**src/i2c_slave_pkg.sv**
```systemverilog
// constants, register map and states of the two-wire slave
package i2c_slave_pkg;
  // register byte addresses
  localparam logic [7:0] ADR_ENABLE = 8'h00;
  localparam logic [7:0] ADR_FLAGS  = 8'h04;
  localparam logic [7:0] ADR_DATA   = 8'h08;
  localparam logic [7:0] ADR_OWN    = 8'h0C;
  localparam logic [7:0] ADR_TOC    = 8'h10;
  // enable_control_register fields
  localparam int unsigned EN_IE_BIT = 0;
  localparam int unsigned EN_EN_BIT = 1;
  // flag_control_register fields
  localparam int unsigned F_HCF  = 7;
  localparam int unsigned F_HAAS = 6;
  localparam int unsigned F_HBB  = 5;
  localparam int unsigned F_HTX  = 4;
  localparam int unsigned F_TXAK = 3;
  localparam int unsigned F_SRW  = 2;
  localparam int unsigned F_RXAK = 0;
  // timeout_control fields
  localparam int unsigned T_EN   = 7;
  localparam int unsigned T_FLAG = 6;
  localparam int unsigned T_SEL  = 5;
  // reset values
  localparam logic [7:0] ENABLE_RST = 8'h00;
  localparam logic [7:0] FLAGS_RST  = 8'h81;
  localparam logic [7:0] OWN_RST    = 8'h00;
  localparam logic [7:0] TOC_RST    = 8'h00;
  localparam logic [7:0] DATA_RST   = 8'h00;
  // time-out clock is the sub clock divided by this
  localparam int unsigned SUB_DIV      = 32;
  localparam logic [4:0]  SUB_DIV_LAST = 5'(SUB_DIV - 1);
  localparam logic [2:0]  LAST_BIT     = 3'h7;

  typedef enum logic [2:0] {
    ST_IDLE,
    ST_ADDR,
    ST_ACK,
    ST_DATA,
    ST_DACK,
    ST_WAIT
  } state_t;
endpackage : i2c_slave_pkg

```
**src/i2c_slave_with_timeout.sv**
```systemverilog
// two-wire slave with bus time-out, wishbone register slave
//
// Summary of operation
// - timeout_enable bit gates time-out function
// - timeout_flag set by hardware, cleared by software
// - time-out tick is sub clock over 32
// - all bytes pass through bus_data register; the address byte is not stored there
// - own address upper seven bits, bit0 zero
// - first seven bits compared, match sets flag
// - eighth bit stored as master read request
// - address match drives ninth-bit acknowledge low
// - start condition detected sets bus busy
// - data bytes eight bits, msb first
// - receiver drives ack_to_send on ninth clock
// - master nack: release data, await stop
// - one interrupt from match, time-out, byte
// - counter starts on match, cleared by scl fall
// - stop condition halts time-out function
// - overflow: halt, disable, set flag, interrupt
// - time-out resets logic and flag register
// - stop condition clears bus busy
// - byte complete flag set after each byte; the address byte does not set it
// - master ninth-clock ack stored in ack_received_flag
//
// The register offsets and the Wishbone register port are this design's own decisions.
`timescale 1ns/10ps
`default_nettype none
module i2c_slave_with_timeout
  import i2c_slave_pkg::*;
(
  input  wire logic        clk_i,      // system clock 100 MHz
  input  wire logic        rst_i,      // sync reset, active high
  input  wire logic        wb_cyc_i,   // wishbone cycle
  input  wire logic        wb_stb_i,   // wishbone strobe
  input  wire logic        wb_we_i,    // wishbone write
  input  wire logic [7:0]  wb_adr_i,   // wishbone byte address
  input  wire logic [3:0]  wb_sel_i,   // wishbone byte select
  input  wire logic [31:0] wb_dat_i,   // wishbone write data
  output logic      [31:0] wb_dat_o,   // wishbone read data
  output logic             wb_ack_o,   // wishbone acknowledge
  input  wire logic        scl_i,      // serial clock pin level
  output logic             scl_o,      // serial clock drive value
  output logic             scl_oe_o,   // serial clock pull low
  input  wire logic        sda_i,      // serial data pin level
  output logic             sda_o,      // serial data drive value
  output logic             sda_oe_o,   // serial data pull low
  input  wire logic        sub_clk_i,  // low-speed sub clock
  output logic             irq_o       // interface interrupt pulse
);

  ////////////////////////////////////////////////////////////////////////////
  state_t      st_q;
  logic [2:0]  cnt_q;
  logic [7:0]  sh_q;
  logic        ack_on_q;
  logic        sda_oe_q;
  logic        scl_oe_q;
  logic [7:0]  data_q;
  logic [6:0]  own_q;
  logic        en_q;
  logic        ie_q;
  logic        to_en_q;
  logic        to_flag_q;
  logic [5:0]  to_sel_q;
  logic [6:0]  to_cnt_q;
  logic        run_q;
  logic [4:0]  div_q;
  logic        hcf_q;
  logic        haas_q;
  logic        busy_q;
  logic        tx_q;
  logic        txak_q;
  logic        srw_q;
  logic        rxak_q;
  logic        irq_q;
  logic        ack_q;
  logic [31:0] dat_q;
  logic        scl_m_q;
  logic        scl_s_q;
  logic        scl_p_q;
  logic        sda_m_q;
  logic        sda_s_q;
  logic        sda_p_q;
  logic        sub_m_q;
  logic        sub_s_q;
  logic        sub_p_q;
  logic [7:0]  rdata;

  ////////////////////////////////////////////////////////////////////////////
  // wishbone decode
  logic [7:0] adr;
  logic       req;
  logic       wr;
  logic       data_acc;
  assign adr      = {wb_adr_i[7:2], 2'b00};
  assign req      = wb_cyc_i & wb_stb_i & ~ack_q;
  assign wr       = req & wb_we_i & wb_sel_i[0];
  assign data_acc = req & (adr == ADR_DATA) & (~wb_we_i | wb_sel_i[0]);

  ////////////////////////////////////////////////////////////////////////////
  // pin synchronisers; edges compare the second and third stages
  always_ff @(posedge clk_i) begin
    if (rst_i) begin
      {scl_m_q, scl_s_q, scl_p_q} <= 3'h7;
      {sda_m_q, sda_s_q, sda_p_q} <= 3'h7;
      {sub_m_q, sub_s_q, sub_p_q} <= 3'h0;
    end else begin
      {scl_m_q, scl_s_q, scl_p_q} <= {scl_i, scl_m_q, scl_s_q};
      {sda_m_q, sda_s_q, sda_p_q} <= {sda_i, sda_m_q, sda_s_q};
      {sub_m_q, sub_s_q, sub_p_q} <= {sub_clk_i, sub_m_q, sub_s_q};
    end
  end

  logic scl_rise;
  logic scl_fall;
  logic start_det;
  logic stop_det;
  assign scl_rise  = en_q & scl_s_q & ~scl_p_q;
  assign scl_fall  = en_q & ~scl_s_q & scl_p_q;
  assign start_det = en_q & scl_s_q & scl_p_q & ~sda_s_q & sda_p_q;
  assign stop_det  = en_q & scl_s_q & scl_p_q & sda_s_q & ~sda_p_q;

  ////////////////////////////////////////////////////////////////////////////
  // bus events
  logic addr_done;
  logic match_ev;
  logic byte_done;
  logic ack_rise;
  logic to_fire;
  logic bus_rst;
  logic sub_rise;
  logic tick;
  assign addr_done = (st_q == ST_ADDR) & scl_rise & (cnt_q == LAST_BIT);
  assign match_ev  = addr_done & (sh_q[6:0] == own_q);
  assign byte_done = (st_q == ST_DATA) & scl_rise & (cnt_q == LAST_BIT);
  assign ack_rise  = (st_q == ST_DACK) & tx_q & ack_on_q & scl_rise;
  assign to_fire   = run_q & to_en_q & tick & (to_cnt_q == {1'b0, to_sel_q});
  // a time-out clears the serial engine like a disable does
  assign bus_rst   = rst_i | to_fire | ~en_q;

  ////////////////////////////////////////////////////////////////////////////
  // sub clock divider: one tick per 32 sub clock periods
  assign sub_rise = sub_s_q & ~sub_p_q;
  assign tick     = sub_rise & (div_q == SUB_DIV_LAST);

  always_ff @(posedge clk_i) begin
    if (rst_i) begin
      div_q <= 5'h00;
    end else if (sub_rise) begin
      div_q <= div_q + 5'h01;
    end
  end

  ////////////////////////////////////////////////////////////////////////////
  // time-out counter
  always_ff @(posedge clk_i) begin
    if (rst_i || match_ev || scl_fall) begin
      to_cnt_q <= 7'h00;
    end else if (run_q && to_en_q && tick && !to_fire) begin
      to_cnt_q <= to_cnt_q + 7'h01;
    end
  end

  always_ff @(posedge clk_i) begin
    if (rst_i || to_fire || stop_det || !en_q) begin
      run_q <= 1'b0;
    end else if (match_ev) begin
      run_q <= 1'b1;
    end
  end

  always_ff @(posedge clk_i) begin
    if (rst_i) begin
      to_en_q   <= TOC_RST[T_EN];
      to_flag_q <= TOC_RST[T_FLAG];
      to_sel_q  <= TOC_RST[T_SEL:0];
    end else begin
      if (wr && adr == ADR_TOC) begin
        to_en_q   <= wb_dat_i[T_EN];
        to_flag_q <= wb_dat_i[T_FLAG];
        to_sel_q  <= wb_dat_i[T_SEL:0];
      end
      // set after the write so an overflow is never lost
      if (to_fire) begin
        to_en_q   <= 1'b0;
        to_flag_q <= 1'b1;
      end
    end
  end

  ////////////////////////////////////////////////////////////////////////////
  // enable and address registers, untouched by a time-out
  always_ff @(posedge clk_i) begin
    if (rst_i) begin
      en_q  <= ENABLE_RST[EN_EN_BIT];
      ie_q  <= ENABLE_RST[EN_IE_BIT];
      own_q <= OWN_RST[7:1];
    end else if (wr) begin
      if (adr == ADR_ENABLE) begin
        en_q <= wb_dat_i[EN_EN_BIT];
        ie_q <= wb_dat_i[EN_IE_BIT];
      end
      if (adr == ADR_OWN) begin
        own_q <= wb_dat_i[7:1];
      end
    end
  end

  always_ff @(posedge clk_i) begin
    if (rst_i) begin
      data_q <= DATA_RST;
    end else if (wr && adr == ADR_DATA) begin
      data_q <= wb_dat_i[7:0];
    end else if (byte_done && !tx_q) begin
      data_q <= {sh_q[6:0], sda_s_q};
    end
  end

  ////////////////////////////////////////////////////////////////////////////
  // status flags
  always_ff @(posedge clk_i) begin
    if (bus_rst) begin
      hcf_q  <= FLAGS_RST[F_HCF];
      haas_q <= FLAGS_RST[F_HAAS];
      busy_q <= FLAGS_RST[F_HBB];
      tx_q   <= FLAGS_RST[F_HTX];
      txak_q <= FLAGS_RST[F_TXAK];
      srw_q  <= FLAGS_RST[F_SRW];
      rxak_q <= FLAGS_RST[F_RXAK];
    end else begin
      if (wr && adr == ADR_FLAGS) begin
        tx_q   <= wb_dat_i[F_HTX];
        txak_q <= wb_dat_i[F_TXAK];
      end
      if (data_acc) begin
        hcf_q <= 1'b0;
      end
      if (start_det) begin
        busy_q <= 1'b1;
        hcf_q  <= 1'b0;
        haas_q <= 1'b0;
      end
      if (stop_det) begin
        busy_q <= 1'b0;
        hcf_q  <= 1'b1;
      end
      if (match_ev) begin
        haas_q <= 1'b1;
        srw_q  <= sda_s_q;
      end
      if (byte_done) begin
        hcf_q <= 1'b1;
      end
      if (ack_rise) begin
        rxak_q <= sda_s_q;
      end
    end
  end

  ////////////////////////////////////////////////////////////////////////////
  // serial engine: sample on scl rise, change sda on scl fall or, for the first transmit bit, on the data write
  always_ff @(posedge clk_i) begin
    if (bus_rst) begin
      st_q     <= ST_IDLE;
      cnt_q    <= 3'h0;
      sh_q     <= 8'h00;
      ack_on_q <= 1'b0;
      sda_oe_q <= 1'b0;
      scl_oe_q <= 1'b0;
    end else if (start_det) begin
      st_q     <= ST_ADDR;
      cnt_q    <= 3'h0;
      ack_on_q <= 1'b0;
      sda_oe_q <= 1'b0;
      scl_oe_q <= 1'b0;
    end else if (stop_det) begin
      st_q     <= ST_IDLE;
      ack_on_q <= 1'b0;
      sda_oe_q <= 1'b0;
      scl_oe_q <= 1'b0;
    end else begin
      if (data_acc && scl_oe_q) begin
        scl_oe_q <= 1'b0;
      end
      // first bit goes out in the same cycle that scl is let go
      if (wr && adr == ADR_DATA && tx_q && scl_oe_q && st_q == ST_DATA) begin
        sh_q     <= wb_dat_i[7:0];
        sda_oe_q <= ~wb_dat_i[7];
      end
      unique case (st_q)
        ST_IDLE, ST_WAIT: begin
        end
        ST_ADDR: begin
          if (scl_rise) begin
            sh_q  <= {sh_q[6:0], sda_s_q};
            cnt_q <= cnt_q + 3'h1;
            if (cnt_q == LAST_BIT) begin
              st_q <= match_ev ? ST_ACK : ST_WAIT;
            end
          end
        end
        ST_ACK, ST_DACK: begin
          if (scl_fall && !ack_on_q) begin
            ack_on_q <= 1'b1;
            // address ack is always low; data ack follows ack_to_send
            sda_oe_q <= (st_q == ST_ACK) | (~tx_q & ~txak_q);
          end else if (scl_fall) begin
            ack_on_q <= 1'b0;
            sda_oe_q <= 1'b0;
            cnt_q    <= 3'h0;
            if (st_q == ST_DACK && tx_q && rxak_q) begin
              st_q <= ST_WAIT;
            end else begin
              st_q     <= ST_DATA;
              scl_oe_q <= 1'b1;
            end
          end
        end
        ST_DATA: begin
          if (scl_rise) begin
            if (!tx_q) begin
              sh_q <= {sh_q[6:0], sda_s_q};
            end
            cnt_q <= cnt_q + 3'h1;
            if (cnt_q == LAST_BIT) begin
              st_q <= ST_DACK;
            end
          end else if (scl_fall && tx_q) begin
            sh_q     <= {sh_q[6:0], 1'b0};
            sda_oe_q <= ~sh_q[6];
          end
        end
      endcase
    end
  end

  ////////////////////////////////////////////////////////////////////////////
  // interrupt and register bus answer
  always_ff @(posedge clk_i) begin
    if (rst_i) begin
      irq_q <= 1'b0;
    end else begin
      irq_q <= ie_q & (match_ev | to_fire | byte_done);
    end
  end

  always_comb begin
    unique case (adr)
      ADR_ENABLE: rdata = {6'h00, en_q, ie_q};
      ADR_FLAGS:  rdata = {hcf_q, haas_q, busy_q, tx_q, txak_q, srw_q, 1'b0, rxak_q};
      ADR_DATA:   rdata = data_q;
      ADR_OWN:    rdata = {own_q, 1'b0};
      ADR_TOC:    rdata = {to_en_q, to_flag_q, to_sel_q};
      default:    rdata = 8'h00;
    endcase
  end

  // one wait state; unmapped addresses answer with zero
  always_ff @(posedge clk_i) begin
    if (rst_i) begin
      ack_q <= 1'b0;
      dat_q <= 32'h0000_0000;
    end else begin
      ack_q <= req;
      dat_q <= (req && !wb_we_i) ? {24'h000000, rdata} : 32'h0000_0000;
    end
  end

  assign wb_ack_o = ack_q;
  assign wb_dat_o = dat_q;
  assign scl_oe_o = scl_oe_q;
  assign sda_oe_o = sda_oe_q;
  assign irq_o    = irq_q;
  // open-drain: only ever pulls low
  assign scl_o    = 1'b0;
  assign sda_o    = 1'b0;
endmodule : i2c_slave_with_timeout
`default_nettype wire

```
**config.mk**
```make
export PLATFORM = sky130hd
export DESIGN_NAME = i2c_slave_with_timeout
export DESIGN_NICKNAME = d
export VERILOG_FILES = /design/src/i2c_slave_pkg.sv /design/src/i2c_slave_with_timeout.sv
export SDC_FILE = /design/constraint.sdc
export NUM_CORES = 1
export LEC_CHECK = 0
export BUFFER_PORTS_ARGS = -buffer_cell sky130_fd_sc_hd__buf_4
export CORE_MARGIN = 2
export CORE_UTILIZATION = 39
export CTS_CLUSTER_SIZE = 30
export DETAILED_ROUTE_END_ITERATION = 10
export SYNTH_ARGS = -nofsm -noshare
export SYNTH_HDL_FRONTEND = slang
export SYNTH_SLANG_ARGS = --single-unit
```
**constraint.sdc**
```tcl
create_clock -name clk_i -period 4.2 [get_ports clk_i]
set_input_delay 0.21 -clock clk_i [delete_from_list [all_inputs] [get_ports clk_i]]
set_output_delay 0.21 -clock clk_i [all_outputs]
set_load 0.02 [all_outputs]
```
==> results of run 1 <==
cells in the mapped netlist, types with 2 or more instances:
cell / n / area, um2
nand4_1: 6 / 37.5
a211oi_1: 3 / 22.5
xor2_1: 8 / 70.1
nand2_2: 2 / 12.5
and3b_1: 4 / 35.0
nor3b_2: 3 / 37.5
buf_4: 29 / 218
nand3b_1: 3 / 22.5
or2_2: 6 / 37.5
nor3_1: 5 / 25.0
dfxtp_1: 80 / 1600
o2bb2ai_1: 2 / 17.5
and3_1: 5 / 31.3
a31oi_1: 4 / 25.0
and4_1: 2 / 17.5
mux2i_1: 31 / 310
and2_1: 6 / 37.5
xnor2_1: 17 / 149
clkbuf_1: 12 / 45.0
a21oi_1: 21 / 105
nor4_2: 3 / 37.5
nand2b_1: 2 / 12.5
nor4bb_1: 2 / 20.0
nand3_1: 17 / 85.1
or4_1: 2 / 15.0
buf_2: 6 / 30.0
nor2_1: 48 / 180
a311oi_1: 8 / 70.1
nor2b_1: 15 / 93.8
a222oi_1: 8 / 80.1
nand2_1: 49 / 184
o22ai_1: 5 / 31.3
o21ai_0: 4 / 20.0
a22oi_1: 6 / 45.0
ha_1: 5 / 62.6
o21ai_1: 2 / 10.0
inv_1: 5 / 18.8
metal layers:
layer / routed length [um] / GRT usage, % / vias to the layer above
li1: - / - / 1606
met1: 4350 / 23.2 / 1549
met2: 4590 / 29.7 / 121
met3: 555 / 3.09 / 21
met4: 316 / 10.4 / 0
met5: 0 / 0 / -
stage by stage:
step | instance area (um2) | setup slack, ns | instances | total power [mW]
after floorplan | 4100 | 2.31 | 478 | 0.844
after global placement | 4240 | 1.81 | 601 | 0.856
after detailed placement | 4240 | 1.79 | 601 | 0.857
after CTS | 4420 | 1.78 | 616 | 1.42
after global routing | 4420 | 1.57 | 616 | 1.45
final | 4420 | 1.76 | 616 | 1.40
power by group through the flow:
stage / Combinational [mW] / Clock (mW) / Sequential (mW)
2_1_floorplan: 0.0612 / 0 / 0.783
3_3_place_gp: 0.0717 / 0 / 0.784
3_5_place_dp: 0.0723 / 0 / 0.784
4_1_cts: 0.0724 / 0.577 / 0.766
5_1_grt: 0.0781 / 0.608 / 0.767
6_report: 0.0724 / 0.562 / 0.766
kinds of logic after synthesis:
kind of cell / after synthesis / synth area share (%)
buffers and inverters: 52 / 7.77
xor gates and xnor gates: 25 / 5.46
other: 1 / 0.0935
muxes: 31 / 7.74
and+or+nand+nor: 184 / 23.9
AOI/OAI and AO/OA: 75 / 13.5
adders and majority gates: 5 / 1.56
DFF: 80 / 40.0
state kept, by name (all words and copies together) (netlist names), 5 cells and up:
name      flops
data_q        8
wb_dat_o      8
own_q         7
sh_q          7
to_cnt_q      7
to_sel_q      6
div_q         5
final timing paths:
path,to,slack [ns],cells after the start
setup / recovery,sda_oe_o,1.76,8
setup reg to reg,sda_oe_o,1.76,8
hold / removal,sda_m_q,0.03,2
hold reg to reg,scl_s_q,0.41,1
worst max-delay path: stages, from the launching register on:
cell     delay (ns)
dfxtp_1        0.34
ha_1           0.21
and3_1         0.18
ha_1           0.18
and3_1         0.21
and2_1         0.17
a31oi_1        0.56
nand2_1        0.30
a31oi_1        0.22
cell type report:
type	count	area, um2	area share (%)
inverter	5	18.8	0.424
timing repair buffer	34	255	5.77
clock inverter	3	42.5	0.962
clock buffer	12	145	3.28
sequential	80	1600	36.2
tap	136	170	3.85
multi-input combinational	346	2190	49.5
cell usage in the layout, fill, tap and decap left out, types with 10 or more instances in the layout:
master and instances:
nor2b_1 15, nand3_1 17, mux2i_1 31, dfxtp_1 80, xnor2_1 17, conb_1 26, clkbuf_8 10, nand2_1 49
a21oi_1 21, buf_4 34, nor2_1 48
==> results.tsv, run 1 <==
metric	value	unit
status	finished, final reports clean	
maxSlewViolCount	0	
grt_pass1_vias	3065	
die-width	105	um
slew-limit-headroom	38.3	%
power_frac_comb	5.2	%
wl_per_cell	15.9	um
synth_edf_count	0	
ys_ff_latch	80	
max_freq	410	MHz
hpwl	7020	um
gp_congestion	0.871	
start_util	39.5	%
start_kind	register	
hold_viol_final	0	
async_reset_ff_share	0	%
cts_buffer_depth	2	
hold_class	in2reg	
routed_wl	9820	um
cts_tree	yes	
core_area	10100	um2
power_density	317	nW/um2
drive_above_1_share	13.5	%
cp.required	4.48	ns
root_buffer	clkbuf_8	
viasPerCell	5.35	
cts_made_buffers	9	
io_buffers	34	
syn-instance-count	453	
final_util	43.6	%
syn_avg_cell_area	8.85	um2
yosys_warnings	0	
sw_frac_of_total	23.4	%
arrival	2.72	ns
grt_max_degree	46	
crit_type	reg2reg	
finalNetCount	533	
cts.htree.levels	3	
hold_path_startpoint	sda_i	
grt_pass1_wl	16000	um
p_switching	328	uW
ys_seq_area_share	40.0	%
synth_ff_type	dfxtp_1	
num_antenna_cells	0	
fp.dieArea	11100	um2
grt_antenna_before_repair	0	
cp-startpoint	div_q[0]	
dr.pass1.iters	5	
via_count	3297	
reg2reg_from	div_q[0]	
postCtsHoldBufs	0	
rows	37	
rsz0062_at_grt	no	
drt_iter0_markers	255	
internal_power	1.07	mW
clock_latency	0.36	ns
route.detailed.drc	0	
period_needed	2.44	ns
setup_viol	0	
cts_resized	0	
grt_use_total	18.4	%
holdWs	0.0301	ns
timing.final.crit_share	58.0	%
num_io_pins	90	
power_frac_clock	40.1	%
seq_power_share	54.7	%
netlist_area	4010	um2
die_y	105	um
cap_violations	0	
gr-total-overflow	0	
setup-tns-final	0	ns
synth.lib_cells_used.distinct	54	
critPathMaxFanout	6	
area_growth	10.3	%
antenna_left	0	
cts_setup_buffers	0	
worstSetupEndpointType	register	
tightest_slew	0.923	ns
fill_cells	1013	
vdd.ir_drop.worst	0.124	mV
clk_pin_slew	0.08	ns
cts.sinks	80	
fin_worst_skew	0.00671	ns
leakage	1.62	nW
Note: power is estimated with default switching activity, not from simulation.
==> inputs of run 2 (changes only) <==
==> constraint.sdc (replaced) <==
create_clock -name clk_i -period 2.4 [get_ports clk_i]
set_input_delay 0.12 -clock clk_i [delete_from_list [all_inputs] [get_ports clk_i]]
set_output_delay 0.12 -clock clk_i [all_outputs]
set_load 0.02 [all_outputs]
==> run 2 against run 1 <==
Against the previous run:
- count of clock-buffer cells in the layout shrank 1
- clock skew grew 0.0036 ns
- sequential power grew 75%
- final area grew 4.2%
- sequential share of layout area shrank 1.4 points
- worst setup slack lost 1.5 ns
- core utilization grew 1.8 points
==> results.tsv, run 2 (synthesis gave the netlist of run 1 again) <==
metric	value	unit	change
cts_resized	0		unchanged
cts.htree.levels	3		unchanged
area_growth	14.9	%	was 10.3%
path_cells	ha_1 > and3_1 > ha_1 > and3_1 > and2_1 > a31oi_1 > buf_4 > nand2_1 > a31oi_1		was ha_1 > and3_1 > ha_1 > and3_1 > and2_1 > a31oi_1 > nand2_1 > a31oi_1
mostFrequentLayoutCell	dfxtp_1		unchanged
worst_path_largest_cell_delay	0.34	ns	was 0.56 ns
r2r_setup_slack	0.28	ns	was 1.76 ns
finalWorstSetupSlack	0.281	ns	was 1.76 ns
crit_type	reg2reg		unchanged
via_count	3339		was 3297
crit_family	simple AND/OR/NAND/NOR gates		unchanged
dp.cells	619		was 601
rr_worst_depth	9		was 8
drt_iter0_markers	229		was 255
cp.required	2.69	ns	was 4.48 ns
gp_congestion	0.923		was 0.871
core_area	10100	um2	unchanged
cts.sinks	80		unchanged
clock_latency	0.37	ns	was 0.36 ns
grt_pass1_wl	16200	um	was 16000 um
worstSetupEndpointType	register		unchanged
vdd.ir_drop.worst	0.221	mV	was 0.124 mV
setup_viol	0		unchanged
hold_depth	3		was 2
place_ws	0.324	ns	was 1.79 ns
internal_power	1.91	mW	was 1.07 mW
cap_violations	0		unchanged
period_needed	2.12	ns	was 2.44 ns
viasPerCell	5.23		was 5.35
setup-tns-final	0	ns	unchanged
final_area	4610	um2	was 4420 um2
power_density	545	nW/um2	was 317 nW/um2
drive_above_1_share	17.1	%	was 13.5%
grt_pass1_vias	3048		was 3065
routed_wl	10100	um	was 9820 um
hold_viol_final	0		unchanged
route.detailed.drc	0		unchanged
cts_buffer_depth	2		unchanged
fp.dieArea	11100	um2	unchanged
cts_tree	yes		unchanged
cts_made_buffers	9		unchanged
critPathMaxFanout	6		unchanged
leakage	1.73	nW	was 1.62 nW
arrival	2.41	ns	was 2.72 ns
num_io_pins	90		unchanged
hold_class	in2reg		unchanged
clk_pin_slew	0.09	ns	was 0.08 ns
dpl_cell_area	4370	um2	was 4240 um2
num_antenna_cells	0		unchanged
max_freq	472	MHz	was 410 MHz
dr.pass1.iters	5		unchanged
fin_worst_skew	0.0103	ns	was 0.00671 ns
seq_power_share	53.4	%	was 54.7%
rows	37		unchanged
start_util	39.5	%	unchanged
die-width	105	um	unchanged
final_util	45.4	%	was 43.6%
wl_per_cell	15.8	um	was 15.9 um
grt_use_total	18.8	%	was 18.4%
p_switching	596	uW	was 328 uW
worst-path-stages	9		was 8
power_frac_clock	41.2	%	was 40.1%
die_y	105	um	unchanged
maxSlewViolCount	0		unchanged
finalNetCount	554		was 533
io_buffers	34		unchanged
total_power	2.51	mW	was 1.40 mW
gr-total-overflow	0		unchanged
grt_max_degree	29		was 46
slew-limit-headroom	54.9	%	was 38.3%
power_frac_comb	5.3	%	was 5.2%
rsz0062_at_grt	no		unchanged
hpwl	7380	um	was 7020 um
start_kind	register		unchanged
final_cells	638		was 616
cp_slowest_cell	dfxtp_1		was a31oi_1
holdWs	0.0461	ns	was 0.0301 ns
path_buf_inv	1		was 0
status	finished, final reports clean		unchanged
layout_common_cells	dfxtp_1 (80), buf_4 (52), nand2_1 (49), nor2_1 (48), mux2i_1 (31)		was dfxtp_1 (80), nand2_1 (49), nor2_1 (48), buf_4 (34), mux2i_1 (31)
sw_frac_of_total	23.8	%	was 23.4%
antenna_left	0		unchanged
root_buffer	clkbuf_8		unchanged
grt_antenna_before_repair	0		unchanged
timing.final.crit_share	88.3	%	was 58.0%
tightest_slew	0.672	ns	was 0.923 ns
fill_cells	992		was 1013
[run 2: changes by cell type in the layout (fill, tap and decap cells not counted)]
cell | previous run | this run
clkbuf_8 | 10 | 11
clkinv_2 | 1 | 2
buf_4 | 34 | 52
clkinvlp_4 | 1 | 2
clkbuf_1 | 2 | 0
dlygate4sd3_1 | 0 | 3
[run 2: power by group through the flow]
| stage | Clock (mW) | Sequential (mW) | Combinational [mW] |
|---|---|---|---|
| global placement | 0 | 1.37 | 0.129 |
| CTS | 1.06 | 1.34 | 0.134 |
| detailed placement | 0 | 1.37 | 0.130 |
| finish | 1.03 | 1.34 | 0.134 |
| global route | 1.12 | 1.34 | 0.145 |
| floorplan | 0 | 1.37 | 0.107 |
[run 2: layout make-up]
cell class	instances	area, um2	area share [%]
Clock buffer	11	151	3.29
Clock inverter	5	55.1	1.20
Inverter	5	18.8	0.407
Multi-Input combinational cell	346	2190	47.5
Sequential cell	80	1600	34.8
Tap cell	136	170	3.69
Timing Repair Buffer	55	420	9.13
[run 2: routing by layer]
layer | GRT usage [%] | vias to the layer above | routed length (um)
li1 | - | 1638 | -
met1 | 24.9 | 1571 | 4550
met2 | 30.1 | 112 | 4780
met3 | 3.65 | 18 | 565
met4 | 7.52 | 0 | 174
met5 | 0 | - | 0
[run 2: final timing paths]
path / startpoint / end
max: div_q[0] / sda_oe_o
min: wb_dat_i[0] / ie_q
max reg2reg: div_q[0] / sda_oe_o
min reg2reg: scl_m_q / scl_s_q
[run 2: worst register-to-register path: stages, from the launching register on]
cell     delay, ns
dfxtp_1       0.34
ha_1          0.21
and3_1        0.18
ha_1          0.18
and3_1        0.20
and2_1        0.17
a31oi_1       0.16
buf_4         0.19
nand2_1       0.17
a31oi_1       0.23
[run 2: what timing repair did]
| action | in CTS | in global routing |
|---|---|---|
| setup buffers | 0 | 0 |
| hold endpoints to repair | 3 | 0 |
| hold buffers | 3 | 0 |
